==> config.mk <==
export PLATFORM = sky130hd
export DESIGN_NAME = bsc_core
export DESIGN_NICKNAME = d
export VERILOG_FILES = /design/src/bsc_pkg.sv /design/src/bsc_core.sv /design/src/bsc_return_stack.sv /design/src/bsc_watchdog.sv
export SDC_FILE = /design/constraint.sdc
export NUM_CORES = 1
export LEC_CHECK = 0
export ABC_AREA = 1
export BUFFER_PORTS_ARGS = -buffer_cell sky130_fd_sc_hd__buf_2
export CORE_MARGIN = 1.5
export CORE_UTILIZATION = 30
export CTS_CLUSTER_SIZE = 20
export DETAILED_ROUTE_END_ITERATION = 10
export PLACE_DENSITY = 0.44
export SETUP_SLACK_MARGIN = 0.5
export SKIP_CTS_REPAIR_TIMING = 1
export SYNTH_ARGS = -nofsm -noshare
export SYNTH_HDL_FRONTEND = slang
export SYNTH_SLANG_ARGS = --single-unit
==> constraint.sdc <==
create_clock -name clk -period 3.4 [get_ports clk]
set_clock_uncertainty 0.15 [all_clocks]
set_input_delay 0.51 -clock clk [delete_from_list [all_inputs] [get_ports clk]]
set_output_delay 0.51 -clock clk [all_outputs]
set_load 0.02 [all_outputs]
==> src/bsc_pkg.sv <==
/*
 * Shared constants for the bit-test/skip, call and clear execution block:
 * opcode patterns, operand field positions, status bit positions, reset
 * values and the register window offsets seen over the AHB-Lite slave.
 * Assumes a 12-bit instruction word and an 11-bit program address.
 */
// Function
// (RULE_01) skip-if-clear skips the next instruction when the tested bit is zero
// (RULE_02) a taken skip replaces the prefetched word by an idle slot
// (RULE_03) skip-if-set skips the next instruction when the tested bit is one
// (RULE_04) bit tests take a register 0 to 31 and a bit 0 to 7
// (RULE_05) clearing the accumulator writes zero to it and sets the zero flag
// (RULE_06) a call pushes the address after the call onto the return stack
// (RULE_07) a call loads its eight-bit literal into program counter bits 7:0
// (RULE_08) a call loads counter bits 10:9 from status 6:5 and clears bit 8
// (RULE_09) a call occupies two instruction cycles
// (RULE_10) watchdog clear resets the watchdog counter to zero
// (RULE_11) watchdog clear zeroes the prescaler only when it serves the watchdog
// (RULE_12) watchdog clear sets both active-low expired and sleep status bits
// (RULE_13) clearing a register writes zero to it and sets the zero flag
// (RULE_14) skip-if-clear decodes from top nibble 0110, bit field, register field
// (RULE_15) skip-if-set decodes from top nibble 0111, bit field, register field
// (RULE_16) the substituted idle slot changes nothing except the program counter
`default_nettype none

package bsc_pkg;

	// ==========================================================
	// instruction encodings
	localparam logic [3:0] SKIP_CLR_NIBBLE = 4'h6;
	localparam logic [3:0] SKIP_SET_NIBBLE = 4'h7;
	localparam logic [3:0] CALL_NIBBLE = 4'h9;
	localparam logic [11:0] IDLE_WORD = 12'h000;
	localparam logic [11:0] WDT_CLEAR_WORD = 12'h004;
	localparam logic [11:0] CLR_ACC_WORD = 12'h040;
	localparam logic [6:0] CLR_REG_TOP = 7'h03;

	// ==========================================================
	// operand fields and status bits
	localparam int BIT_POS_LSB = 5;
	localparam int REG_ADDR_LSB = 0;
	localparam int ZERO_BIT = 2;
	localparam int SLEEP_BIT = 3;
	localparam int EXPIRED_BIT = 4;
	localparam int PAGE_LSB = 5;

	// ==========================================================
	// reset values
	localparam logic [10:0] RESET_VECTOR = 11'h000;
	localparam logic [7:0] STATUS_RESET = 8'h18;
	localparam logic [1:0] CTRL_RESET = 2'h0;

	// ==========================================================
	// register window byte offsets
	localparam logic [7:0] CTRL_OFS = 8'h00;
	localparam logic [7:0] STATUS_OFS = 8'h04;
	localparam logic [7:0] ACC_OFS = 8'h08;
	localparam logic [7:0] PC_OFS = 8'h0C;
	localparam logic [7:0] WDOG_OFS = 8'h10;
	localparam logic [7:0] STACK_OFS = 8'h14;
	localparam logic [7:0] FILE_BASE = 8'h80;

	typedef enum {
		OP_IDLE,
		OP_SKIP_CLR,
		OP_SKIP_SET,
		OP_CLR_ACC,
		OP_CLR_REG,
		OP_CALL,
		OP_WDT_CLR
	} bsc_op_type;

endpackage : bsc_pkg

`default_nettype wire

==> src/bsc_core.sv <==
/*
 * Execution core for the bit-test skips, subroutine call, accumulator and
 * register clear and watchdog clear, with a one-word prefetch, 32 file
 * registers and an AHB-Lite register window for software.
 * Assumes fetch_word is the program word at program_counter, valid in the
 * same cycle, and that one clock is one instruction cycle.
 */
`default_nettype none

module bsc_core #(
	parameter logic [10:0] RESET_ADDR = bsc_pkg::RESET_VECTOR,
	parameter int STACK_DEPTH = 2,
	parameter int PRESCALE_BITS = 8
) (
	input wire logic clk,
	input wire logic rst_n,
	input wire logic hsel,
	input wire logic [31:0] haddr,
	input wire logic [1:0] htrans,
	input wire logic hwrite,
	input wire logic [2:0] hsize,
	input wire logic [31:0] hwdata,
	input wire logic hready,
	output logic hreadyout,
	output logic [31:0] hrdata,
	output logic hresp,
	output logic [10:0] program_counter,
	input wire logic [11:0] fetch_word,
	output logic watchdog_timeout
);

	initial begin
		if (PRESCALE_BITS < 1 || PRESCALE_BITS > 16) begin
			$error("prescaler width must lie in 1..16");
		end
		if (STACK_DEPTH < 1) begin
			$error("return stack needs at least one entry");
		end
	end

	// ==========================================================
	// decoding helpers
	function automatic bsc_pkg::bsc_op_type decode_op(input logic [11:0] word);
		if (word[11:8] == bsc_pkg::SKIP_CLR_NIBBLE) begin
			return bsc_pkg::OP_SKIP_CLR; // RULE_14
		end else if (word[11:8] == bsc_pkg::SKIP_SET_NIBBLE) begin
			return bsc_pkg::OP_SKIP_SET; // RULE_15
		end else if (word[11:8] == bsc_pkg::CALL_NIBBLE) begin
			return bsc_pkg::OP_CALL;
		end else if (word == bsc_pkg::CLR_ACC_WORD) begin
			return bsc_pkg::OP_CLR_ACC;
		end else if (word[11:5] == bsc_pkg::CLR_REG_TOP) begin
			return bsc_pkg::OP_CLR_REG;
		end else if (word == bsc_pkg::WDT_CLEAR_WORD) begin
			return bsc_pkg::OP_WDT_CLR;
		end
		return bsc_pkg::OP_IDLE;
	endfunction : decode_op

	function automatic logic window_hit(input logic [7:0] a, input logic [7:0] ofs);
		return a == ofs;
	endfunction : window_hit

	// ==========================================================
	// state
	logic [11:0] exec_word;
	logic [7:0] acc;
	logic [7:0] status;
	logic [1:0] ctrl;
	logic [7:0] file_mem [32];
	logic dp_wr;
	logic [7:0] dp_addr;
	logic [10:0] stack_top;
	logic [7:0] watchdog_counter;
	logic [PRESCALE_BITS-1:0] prescaler;

	bsc_pkg::bsc_op_type op;
	logic run;
	logic [4:0] reg_addr;
	logic [2:0] bit_pos;
	logic tested_bit;
	logic skip_taken;
	logic flush;
	logic wdt_clear;
	logic bus_wr;
	logic [31:0] next_rdata;
	logic [10:0] next_pc;

	// ==========================================================
	// operand extraction and skip decision
	assign run = ctrl[0];
	assign op = decode_op(exec_word);
	assign reg_addr = exec_word[bsc_pkg::REG_ADDR_LSB +: 5]; // RULE_04
	assign bit_pos = exec_word[bsc_pkg::BIT_POS_LSB +: 3]; // RULE_04
	assign tested_bit = file_mem[reg_addr][bit_pos];
	assign skip_taken = (op == bsc_pkg::OP_SKIP_CLR && !tested_bit) // RULE_01
		|| (op == bsc_pkg::OP_SKIP_SET && tested_bit); // RULE_03
	// a call also discards the prefetch, which gives it its second cycle
	assign flush = skip_taken || op == bsc_pkg::OP_CALL; // RULE_02 RULE_09
	assign wdt_clear = run && op == bsc_pkg::OP_WDT_CLR;
	assign bus_wr = dp_wr;

	// ==========================================================
	// bus slave: zero wait states, always OKAY
	assign hreadyout = 1'b1;
	assign hresp = 1'b0;

	// data-phase capture; htrans[1] covers NONSEQ and SEQ
	always_ff @(posedge clk or negedge rst_n) begin
		if (!rst_n) begin
			dp_wr <= 1'b0;
			dp_addr <= 8'h00;
		end else if (hready) begin
			dp_wr <= hsel && htrans[1] && hwrite && haddr[31:8] == 24'h000000;
			dp_addr <= haddr[7:0];
		end
	end

	// read mux; unmapped words read zero
	always_comb begin
		next_rdata = 32'h00000000;
		if (haddr[31:8] != 24'h000000) begin
			next_rdata = 32'h00000000;
		end else if (haddr[7] == 1'b1) begin
			next_rdata = {24'h000000, file_mem[haddr[6:2]]};
		end else if (window_hit(haddr[7:0], bsc_pkg::CTRL_OFS)) begin
			next_rdata = {30'h00000000, ctrl};
		end else if (window_hit(haddr[7:0], bsc_pkg::STATUS_OFS)) begin
			next_rdata = {24'h000000, status};
		end else if (window_hit(haddr[7:0], bsc_pkg::ACC_OFS)) begin
			next_rdata = {24'h000000, acc};
		end else if (window_hit(haddr[7:0], bsc_pkg::PC_OFS)) begin
			next_rdata = {21'h000000, program_counter};
		end else if (window_hit(haddr[7:0], bsc_pkg::WDOG_OFS)) begin
			next_rdata = {8'h00, 16'(prescaler), watchdog_counter};
		end else if (window_hit(haddr[7:0], bsc_pkg::STACK_OFS)) begin
			next_rdata = {21'h000000, stack_top};
		end
	end

	// read data is sampled at the address phase so it stands through the data phase
	always_ff @(posedge clk or negedge rst_n) begin
		if (!rst_n) begin
			hrdata <= 32'h00000000;
		end else if (hready && hsel && htrans[1] && !hwrite) begin
			hrdata <= next_rdata;
		end
	end

	// ==========================================================
	// control register: run enable and prescaler assignment
	always_ff @(posedge clk or negedge rst_n) begin
		if (!rst_n) begin
			ctrl <= bsc_pkg::CTRL_RESET;
		end else if (bus_wr && window_hit(dp_addr, bsc_pkg::CTRL_OFS)) begin
			ctrl <= hwdata[1:0];
		end
	end

	// ==========================================================
	// fetch and program counter; a bus write to the counter flushes the prefetch
	always_comb begin
		next_pc = program_counter + 11'h001;
		if (op == bsc_pkg::OP_CALL) begin
			next_pc = {status[bsc_pkg::PAGE_LSB +: 2], 1'b0, exec_word[7:0]}; // RULE_07 RULE_08
		end
	end

	always_ff @(posedge clk or negedge rst_n) begin
		if (!rst_n) begin
			program_counter <= RESET_ADDR;
			exec_word <= bsc_pkg::IDLE_WORD;
		end else if (bus_wr && window_hit(dp_addr, bsc_pkg::PC_OFS)) begin
			program_counter <= hwdata[10:0];
			exec_word <= bsc_pkg::IDLE_WORD;
		end else if (run) begin
			program_counter <= next_pc;
			exec_word <= flush ? bsc_pkg::IDLE_WORD : fetch_word; // RULE_02 RULE_16
		end
	end

	// ==========================================================
	// accumulator; the core's clear lands after a same-cycle bus write
	always_ff @(posedge clk or negedge rst_n) begin
		if (!rst_n) begin
			acc <= 8'h00;
		end else if (run && op == bsc_pkg::OP_CLR_ACC) begin
			acc <= 8'h00; // RULE_05
		end else if (bus_wr && window_hit(dp_addr, bsc_pkg::ACC_OFS)) begin
			acc <= hwdata[7:0];
		end
	end

	// ==========================================================
	// status: zero flag, active-low expired and sleep bits, page bits
	always_ff @(posedge clk or negedge rst_n) begin
		if (!rst_n) begin
			status <= bsc_pkg::STATUS_RESET;
		end else begin
			if (bus_wr && window_hit(dp_addr, bsc_pkg::STATUS_OFS)) begin
				status <= hwdata[7:0];
			end
			if (run && (op == bsc_pkg::OP_CLR_ACC || op == bsc_pkg::OP_CLR_REG)) begin
				status[bsc_pkg::ZERO_BIT] <= 1'b1; // RULE_05 RULE_13
			end
			if (watchdog_timeout) begin
				status[bsc_pkg::EXPIRED_BIT] <= 1'b0;
			end
			if (wdt_clear) begin
				status[bsc_pkg::EXPIRED_BIT] <= 1'b1; // RULE_12
				status[bsc_pkg::SLEEP_BIT] <= 1'b1; // RULE_12
			end
		end
	end

	// ==========================================================
	// file registers; no reset, so software or code must initialise them
	always_ff @(posedge clk) begin
		if (bus_wr && dp_addr[7]) begin
			file_mem[dp_addr[6:2]] <= hwdata[7:0];
		end
		if (run && op == bsc_pkg::OP_CLR_REG) begin
			file_mem[reg_addr] <= 8'h00; // RULE_13
		end
	end

	// ==========================================================
	// return stack and watchdog
	bsc_return_stack #(
		.DEPTH(STACK_DEPTH),
		.WIDTH(11)
	) u_stack (
		.clk(clk),
		.rst_n(rst_n),
		.push(run && op == bsc_pkg::OP_CALL), // RULE_06
		.push_data(program_counter), // RULE_06
		.top(stack_top)
	);

	bsc_watchdog #(
		.PRESCALE_BITS(PRESCALE_BITS)
	) u_watchdog (
		.clk(clk),
		.rst_n(rst_n),
		.clear_op(wdt_clear),
		.prescale_to_watchdog(ctrl[1]),
		.watchdog_counter(watchdog_counter),
		.prescaler(prescaler),
		.timeout(watchdog_timeout)
	);

	// ==========================================================
	// assertions: all but prescale_clear_a, status_set_a and prescale_keep_a guarded against a bus write landing in the same cycle
	logic quiet;
	assign quiet = run && !bus_wr;

	skip_clear_a: assert property (@(posedge clk) disable iff (!rst_n) // RULE_01
		quiet && op == bsc_pkg::OP_SKIP_CLR && !tested_bit |=> exec_word == bsc_pkg::IDLE_WORD)
		else $error("skip-if-clear did not discard the prefetch");

	no_skip_a: assert property (@(posedge clk) disable iff (!rst_n) // RULE_02
		quiet && op == bsc_pkg::OP_SKIP_CLR && tested_bit |=> exec_word == $past(fetch_word))
		else $error("skip-if-clear discarded a word with the bit set");

	skip_set_a: assert property (@(posedge clk) disable iff (!rst_n) // RULE_03
		quiet && op == bsc_pkg::OP_SKIP_SET |=> (exec_word == bsc_pkg::IDLE_WORD) == $past(tested_bit)
			|| $past(fetch_word) == bsc_pkg::IDLE_WORD)
		else $error("skip-if-set outcome wrong");

	clear_acc_a: assert property (@(posedge clk) disable iff (!rst_n) // RULE_05
		quiet && op == bsc_pkg::OP_CLR_ACC |=> acc == 8'h00 && status[bsc_pkg::ZERO_BIT])
		else $error("accumulator clear failed");

	call_push_a: assert property (@(posedge clk) disable iff (!rst_n) // RULE_06
		quiet && op == bsc_pkg::OP_CALL |=> stack_top == $past(program_counter))
		else $error("call pushed the wrong return address");

	call_target_a: assert property (@(posedge clk) disable iff (!rst_n) // RULE_08
		quiet && op == bsc_pkg::OP_CALL |=> program_counter == {$past(status[6:5]), 1'b0, $past(exec_word[7:0])})
		else $error("call target wrong");

	call_cycles_a: assert property (@(posedge clk) disable iff (!rst_n) // RULE_09
		quiet && op == bsc_pkg::OP_CALL ##1 quiet |-> op == bsc_pkg::OP_IDLE ##1 exec_word == $past(fetch_word))
		else $error("call did not take two cycles");

	wdt_clear_a: assert property (@(posedge clk) disable iff (!rst_n) // RULE_10
		quiet && op == bsc_pkg::OP_WDT_CLR |=> watchdog_counter == 8'h00 && status[4:3] == 2'b11)
		else $error("watchdog clear incomplete");

	prescale_clear_a: assert property (@(posedge clk) disable iff (!rst_n) // RULE_11
		wdt_clear |=> (prescaler == '0) || !$past(ctrl[1]))
		else $error("prescaler not cleared");

	clear_reg_a: assert property (@(posedge clk) disable iff (!rst_n) // RULE_13
		quiet && op == bsc_pkg::OP_CLR_REG |=> file_mem[$past(reg_addr)] == 8'h00 && status[bsc_pkg::ZERO_BIT])
		else $error("register clear failed");

	idle_slot_a: assert property (@(posedge clk) disable iff (!rst_n) // RULE_16
		quiet && exec_word == bsc_pkg::IDLE_WORD && !watchdog_timeout
			|=> $stable(acc) && $stable(status) && $stable(stack_top)
			&& program_counter == $past(program_counter) + 11'h001)
		else $error("idle slot changed state");

	// fetch side: a taken skip flushes one slot and leaves data state alone
	skip_flush_a: assert property (@(posedge clk) disable iff (!rst_n) // RULE_02
		quiet && skip_taken |=> op == bsc_pkg::OP_IDLE && program_counter == $past(program_counter) + 11'h001)
		else $error("taken skip did not substitute an idle slot");

	skip_quiet_a: assert property (@(posedge clk) disable iff (!rst_n) // RULE_01
		quiet && !watchdog_timeout && (op == bsc_pkg::OP_SKIP_CLR || op == bsc_pkg::OP_SKIP_SET)
			|=> $stable(acc) && $stable(status) && $stable(stack_top))
		else $error("bit test changed data state");

	// call and clear side effects
	call_literal_a: assert property (@(posedge clk) disable iff (!rst_n) // RULE_07
		quiet && op == bsc_pkg::OP_CALL |=> program_counter[7:0] == $past(exec_word[7:0]))
		else $error("call literal not loaded");

	stack_hold_a: assert property (@(posedge clk) disable iff (!rst_n) // RULE_06
		quiet && op != bsc_pkg::OP_CALL |=> $stable(stack_top))
		else $error("stack moved without a call");

	clear_reg_acc_a: assert property (@(posedge clk) disable iff (!rst_n) // RULE_13
		quiet && op == bsc_pkg::OP_CLR_REG |=> $stable(acc))
		else $error("register clear touched the accumulator");

	// watchdog clear wins over a bus write or timeout in the same cycle
	status_set_a: assert property (@(posedge clk) disable iff (!rst_n) // RULE_12
		wdt_clear |=> status[bsc_pkg::EXPIRED_BIT] && status[bsc_pkg::SLEEP_BIT])
		else $error("watchdog clear left a status bit low");

	prescale_keep_a: assert property (@(posedge clk) disable iff (!rst_n) // RULE_11
		wdt_clear && !ctrl[1] |=> $stable(prescaler))
		else $error("timer prescaler disturbed by watchdog clear");

	skip_seen_c: cover property (@(posedge clk) disable iff (!rst_n) quiet && skip_taken);
	call_seen_c: cover property (@(posedge clk) disable iff (!rst_n) quiet && op == bsc_pkg::OP_CALL);
	wdt_seen_c: cover property (@(posedge clk) disable iff (!rst_n) wdt_clear && ctrl[1]);
	timeout_seen_c: cover property (@(posedge clk) disable iff (!rst_n) watchdog_timeout);
	clr_reg_seen_c: cover property (@(posedge clk) disable iff (!rst_n) quiet && op == bsc_pkg::OP_CLR_REG);

endmodule : bsc_core

`default_nettype wire

==> src/bsc_return_stack.sv <==
/*
 * Hardware return stack, push only: a new entry shifts the older ones down.
 * Assumes pops are handled by return logic that is not part of this block.
 */
`default_nettype none

module bsc_return_stack #(
	parameter int DEPTH = 2,
	parameter int WIDTH = 11
) (
	input wire logic clk,
	input wire logic rst_n,
	input wire logic push,
	input wire logic [WIDTH-1:0] push_data,
	output logic [WIDTH-1:0] top
);

	initial begin
		if (DEPTH < 1 || WIDTH < 1) begin
			$error("stack needs depth and width of at least one");
		end
	end

	logic [WIDTH-1:0] entry [DEPTH];

	// ==========================================================
	// shift on push; the oldest entry falls off the bottom silently
	always_ff @(posedge clk or negedge rst_n) begin
		if (!rst_n) begin
			for (int i = 0; i < DEPTH; i++) begin
				entry[i] <= '0;
			end
		end else if (push) begin
			entry[0] <= push_data;
			for (int i = 1; i < DEPTH; i++) begin
				entry[i] <= entry[i-1];
			end
		end
	end

	assign top = entry[0];

endmodule : bsc_return_stack

`default_nettype wire

==> src/bsc_watchdog.sv <==
/*
 * Watchdog counter with its shared prescaler. Assumes one tick per clock;
 * when the prescaler belongs to the timer it is left alone and the counter
 * advances every clock.
 */
`default_nettype none

module bsc_watchdog #(
	parameter int PRESCALE_BITS = 8
) (
	input wire logic clk,
	input wire logic rst_n,
	input wire logic clear_op,
	input wire logic prescale_to_watchdog,
	output logic [7:0] watchdog_counter,
	output logic [PRESCALE_BITS-1:0] prescaler,
	output logic timeout
);

	initial begin
		if (PRESCALE_BITS < 1) begin
			$error("prescaler needs at least one bit");
		end
	end

	logic tick;

	// the counter steps on prescaler wrap only while the prescaler is ours
	assign tick = !prescale_to_watchdog || (&prescaler);

	// ==========================================================
	// prescaler: cleared by the clear op only when assigned here
	always_ff @(posedge clk or negedge rst_n) begin
		if (!rst_n) begin
			prescaler <= '0;
		end else if (prescale_to_watchdog) begin
			if (clear_op) begin
				prescaler <= '0; // RULE_11
			end else begin
				prescaler <= prescaler + PRESCALE_BITS'(1);
			end
		end
	end

	// ==========================================================
	// counter and timeout pulse; clear beats an overflow in the same cycle
	always_ff @(posedge clk or negedge rst_n) begin
		if (!rst_n) begin
			watchdog_counter <= 8'h00;
			timeout <= 1'b0;
		end else begin
			timeout <= 1'b0;
			if (clear_op) begin
				watchdog_counter <= 8'h00; // RULE_10
			end else if (tick) begin
				watchdog_counter <= watchdog_counter + 8'h01;
				timeout <= &watchdog_counter;
			end
		end
	end

endmodule : bsc_watchdog

`default_nettype wire

==> results.yml <==
yosys:
  ys_seq_area_share_pct: 39.7
  ys_seq_elements: 350
  yosys_warnings: 0
  synth.avg_cell_area_sq_um: 6.96
  yosysTopAreaCell: "dfxtp_1"
  synth.top_cell.area_share_pct: 27.2
  synthesized_instance_count: 2710
  netlist_top_cells_area: "dfxtp_1 (27%), dfrtp_1 (12%), nor2_1 (10%)"
  yosys.cell_types.count: 50
  post_synth_instance_area_sq_um: 18800
min_path:
  min_path_type: "primary input to register"
  min_to: "dp_addr[0]"
  launch_instance_of_the_worst_min_delay_path: "haddr[0]"
  hold_crit_depth: 3
floorplan:
  y_dimension_of_the_die_um: 254
  i_o_pin_count: 132
  floorplan.initialDensity_pct: 30.4
  design.die.area_sq_um: 64300
  core_area_sq_um: 61900
  floorplan_row_count: 91
  die_w_um: 254
setup_path:
  critical_path.cell_chain: "buf_4 -> nor2_2 -> buf_12 -> nand2_1 -> nand4_1 -> nand3_1 -> nand2_1 -> nand3_1 -> nand2_1 -> nand2_1 -> nand2_1 -> nor2_2 -> nand3_2 -> nand2_2 -> nand2_1 -> nand2_1"
  setup.reg_to_reg.worst_slack_ns: 0.60
  stage_delay_of_the_slowest_cell_on_the_critical_path_ns: 0.50
  timing.critical_path.arrival_ns: 3.12
  critical_path.reg2reg.startpoint: "exec_word[0]"
  worst_setup_path_start_kind: "register"
  cp_num_buf_inv: 2
  setup.worst_path.class: "register to register"
  cp_common_cell: "nand2_1"
  worst_r2r_endpoint: "exec_word[4]"
  timing.critical_path.fanout_max: 30
  worst_reg2reg_path_depth: 16
  critPathRequiredTime_ns: 3.72
  critPathTopFamily: "simple AND/OR/NAND/NOR gates"
  critPathSlowestCell: "dfrtp_2"
  crit_end_element: "register"
cts:
  clock_latency_at_the_later_pin_of_the_worst_skew_pair_ns: 0.58
  cts_tree: "built"
  ctsHtreeMaxLevel: 2
  cts-root-buf: "clkbuf_16"
  clkTransAtPathRegs_ns: 0.06
  clock_sinks: 350
  clk_path_buf_depth: 3
  cts_inserted_buffers: 44
grt:
  vias_in_the_first_global_route: 18300
  grt_pass1_wl_um: 121000
  grt.overflow.total: 0
  grt_max_degree: 58
  number_of_antenna_violations_at_the_first_check_in_global_routing: 0
  grt.total_usage_pct: 25.5
power_and_ir_drop:
  leakagePower_nw: 10.6
  worst_ir_drop_vdd_uv: 419
  pwr_density_cell_nw_per_um2: 858
cells_and_area:
  final_nets: 2920
  final_layout_size_suffix_gt1_share_pct: 14.0
  commonest_cells_after_routing_fill_and_taps_aside: "nor2_1 (518), nand2_1 (504), inv_1 (268)"
  design_area_sq_um: 22700
  synthToLayoutAreaGrowth_pct: 20.2
  filler_cell_count: 6670
  antenna_diode_instance_count: 0
  mostFrequentLayoutCell: "nor2_1"
place:
  routabilityCongestion: 0.976
  numPortBuffers: 88
  instance_area_after_placement_sq_um: 20700
  detailedPlacementHpwl_um: 57800
drt:
  avgRoutedWirePerCell_um: 22.6
  detail_route.iter0.violations: 1660
  wl_um: 83500
  antenna_left: 0
  post_drt_via_cell_ratio: 5.24
  drc_errors: 0
  drtPass1Iterations: 5
  routed-via-count: 19400
timing:
  clock_period_minus_final_worst_setup_slack_ns: 2.80
  slew-limit-headroom_pct: 31.7
  final_hold_viol_count: 0
  worst_slew_pin_slew_ns: 1.02
  max_clock_freq_mhz: 357
  layout_worst_path_cycle_share_pct: 82.3
  setup_tns_ns: 0
  grt_setup_unrepaired: "false"
  setup-violations-final: 0
  finalMaxSlewViolations: 0
flow_run:
  drv.max_cap_violation_count: 0
run_status:
  status: "finished clean"
-- layer usage --
layer  share of wire [%]  track usage (%)  routed length (um)  vias to the layer above
li1                    -                -                   -                     9283
met5                   0                0                   0                        -
met4                 4.0             9.93                3300                        0
met2                  45             40.6               37400                      684
met3                 6.0             3.64                4990                      164
met1                  45             34.9               37800                     9257
-- synth_stat cells (all sizes together) --
master   number
a211oi      177
a21oi       136
a221oi       17
a22oi         1
a31oi         1
and2          4
buf          59
clkbuf      117
clkinv        5
conb          2
dfrtp        92
dfstp         2
dfxtp       256
ha            3
inv         287
nand2       517
nand3       119
nand4        18
nor2        529
nor3         56
nor3b         1
nor4         12
o2111ai      22
o211ai       24
o21a          1
o21ai       136
o221ai        5
o22ai        85
o311ai        4
o31ai         7
o32ai         2
o41ai         1
or2           4
xnor2         1
xor2          7
-- cell type report --
type / instances / area [sq um] / share of cell area [%]
Multi-Input combinational cell: 1909 / 9650 / 42.6
Sequential cell: 350 / 7480 / 33.0
Timing Repair Buffer: 234 / 1860 / 8.20
Clock buffer: 65 / 1340 / 5.93
Inverter: 292 / 1110 / 4.89
Tap cell: 837 / 1050 / 4.62
Clock inverter: 15 / 160 / 0.707
-- power by group --
part / total, mW / switching (mW) / internal, mW
Combinational: 7.92 / 5.28 / 2.64
Clock: 4.92 / 1.96 / 2.96
Sequential: 6.60 / 0.989 / 5.61
-- tightest hold or removal path, delay by kind of cell --
family          cells  cell delay, ns
buf+inv             2            0.14
compound gates      1            0.05
-- state kept, by name (all words and copies together) (netlist names) --
name and cells:
acc 8, bus_wr 1, ctrl 2, dp_addr 8, exec_word 12, file_mem 256
hrdata 16, program_counter 11, status 8, u_stack.top 11, u_watchdog.prescaler 8, u_watchdog.timeout 1
u_watchdog.watchdog_counter 8
-- cells by family after synthesis --
| family | Yosys count | share of synthesized area, % |
|---|---|---|
| AO/OA/AOI/OAI | 619 | 20.8 |
| AND/OR/NAND/NOR | 1260 | 28.7 |
| other | 2 | 0.0398 |
| adder cells (fa/ha/maj) | 3 | 0.199 |
| XOR/XNOR | 8 | 0.372 |
| buffers and inverters | 468 | 10.2 |
| flip-flops | 350 | 39.7 |
-- per-stage QoR --
stage | utilization, % | hold WS, ns | setup slack [ns] | total power, mW | instances
2_1_floorplan | - | 0.0644 | 1.08 | 11.2 | 2726
3_3_place_gp | 33.4 | 0.310 | 0.238 | 14.0 | 3604
3_5_place_dp | 33.4 | 0.316 | 0.242 | 14.1 | 3604
4_1_cts | 35.9 | -0.242 | 0.207 | 19.1 | 3684
5_1_grt | 36.6 | 0.0131 | 0.465 | 20.6 | 3702
6_report | 36.6 | 0.0211 | 0.601 | 19.4 | 3702
-- how the worst max path moves through the flow --
stage          slack, ns  cells past startpoint               to          from
3_5_place_dp        0.24                     16     exec_word[1]  exec_word[1]
4_1_cts             0.21                     11  file_mem[21][5]  exec_word[0]
5_1_grt             0.47                     12  file_mem[20][6]  exec_word[5]
6_report            0.60                     16     exec_word[4]  exec_word[0]
2_1_floorplan       1.08                     11        hrdata[0]      haddr[3]
3_3_place_gp        0.24                     16     exec_word[8]  exec_word[1]
No activity file was read; power rests on OpenSTA's default activity.
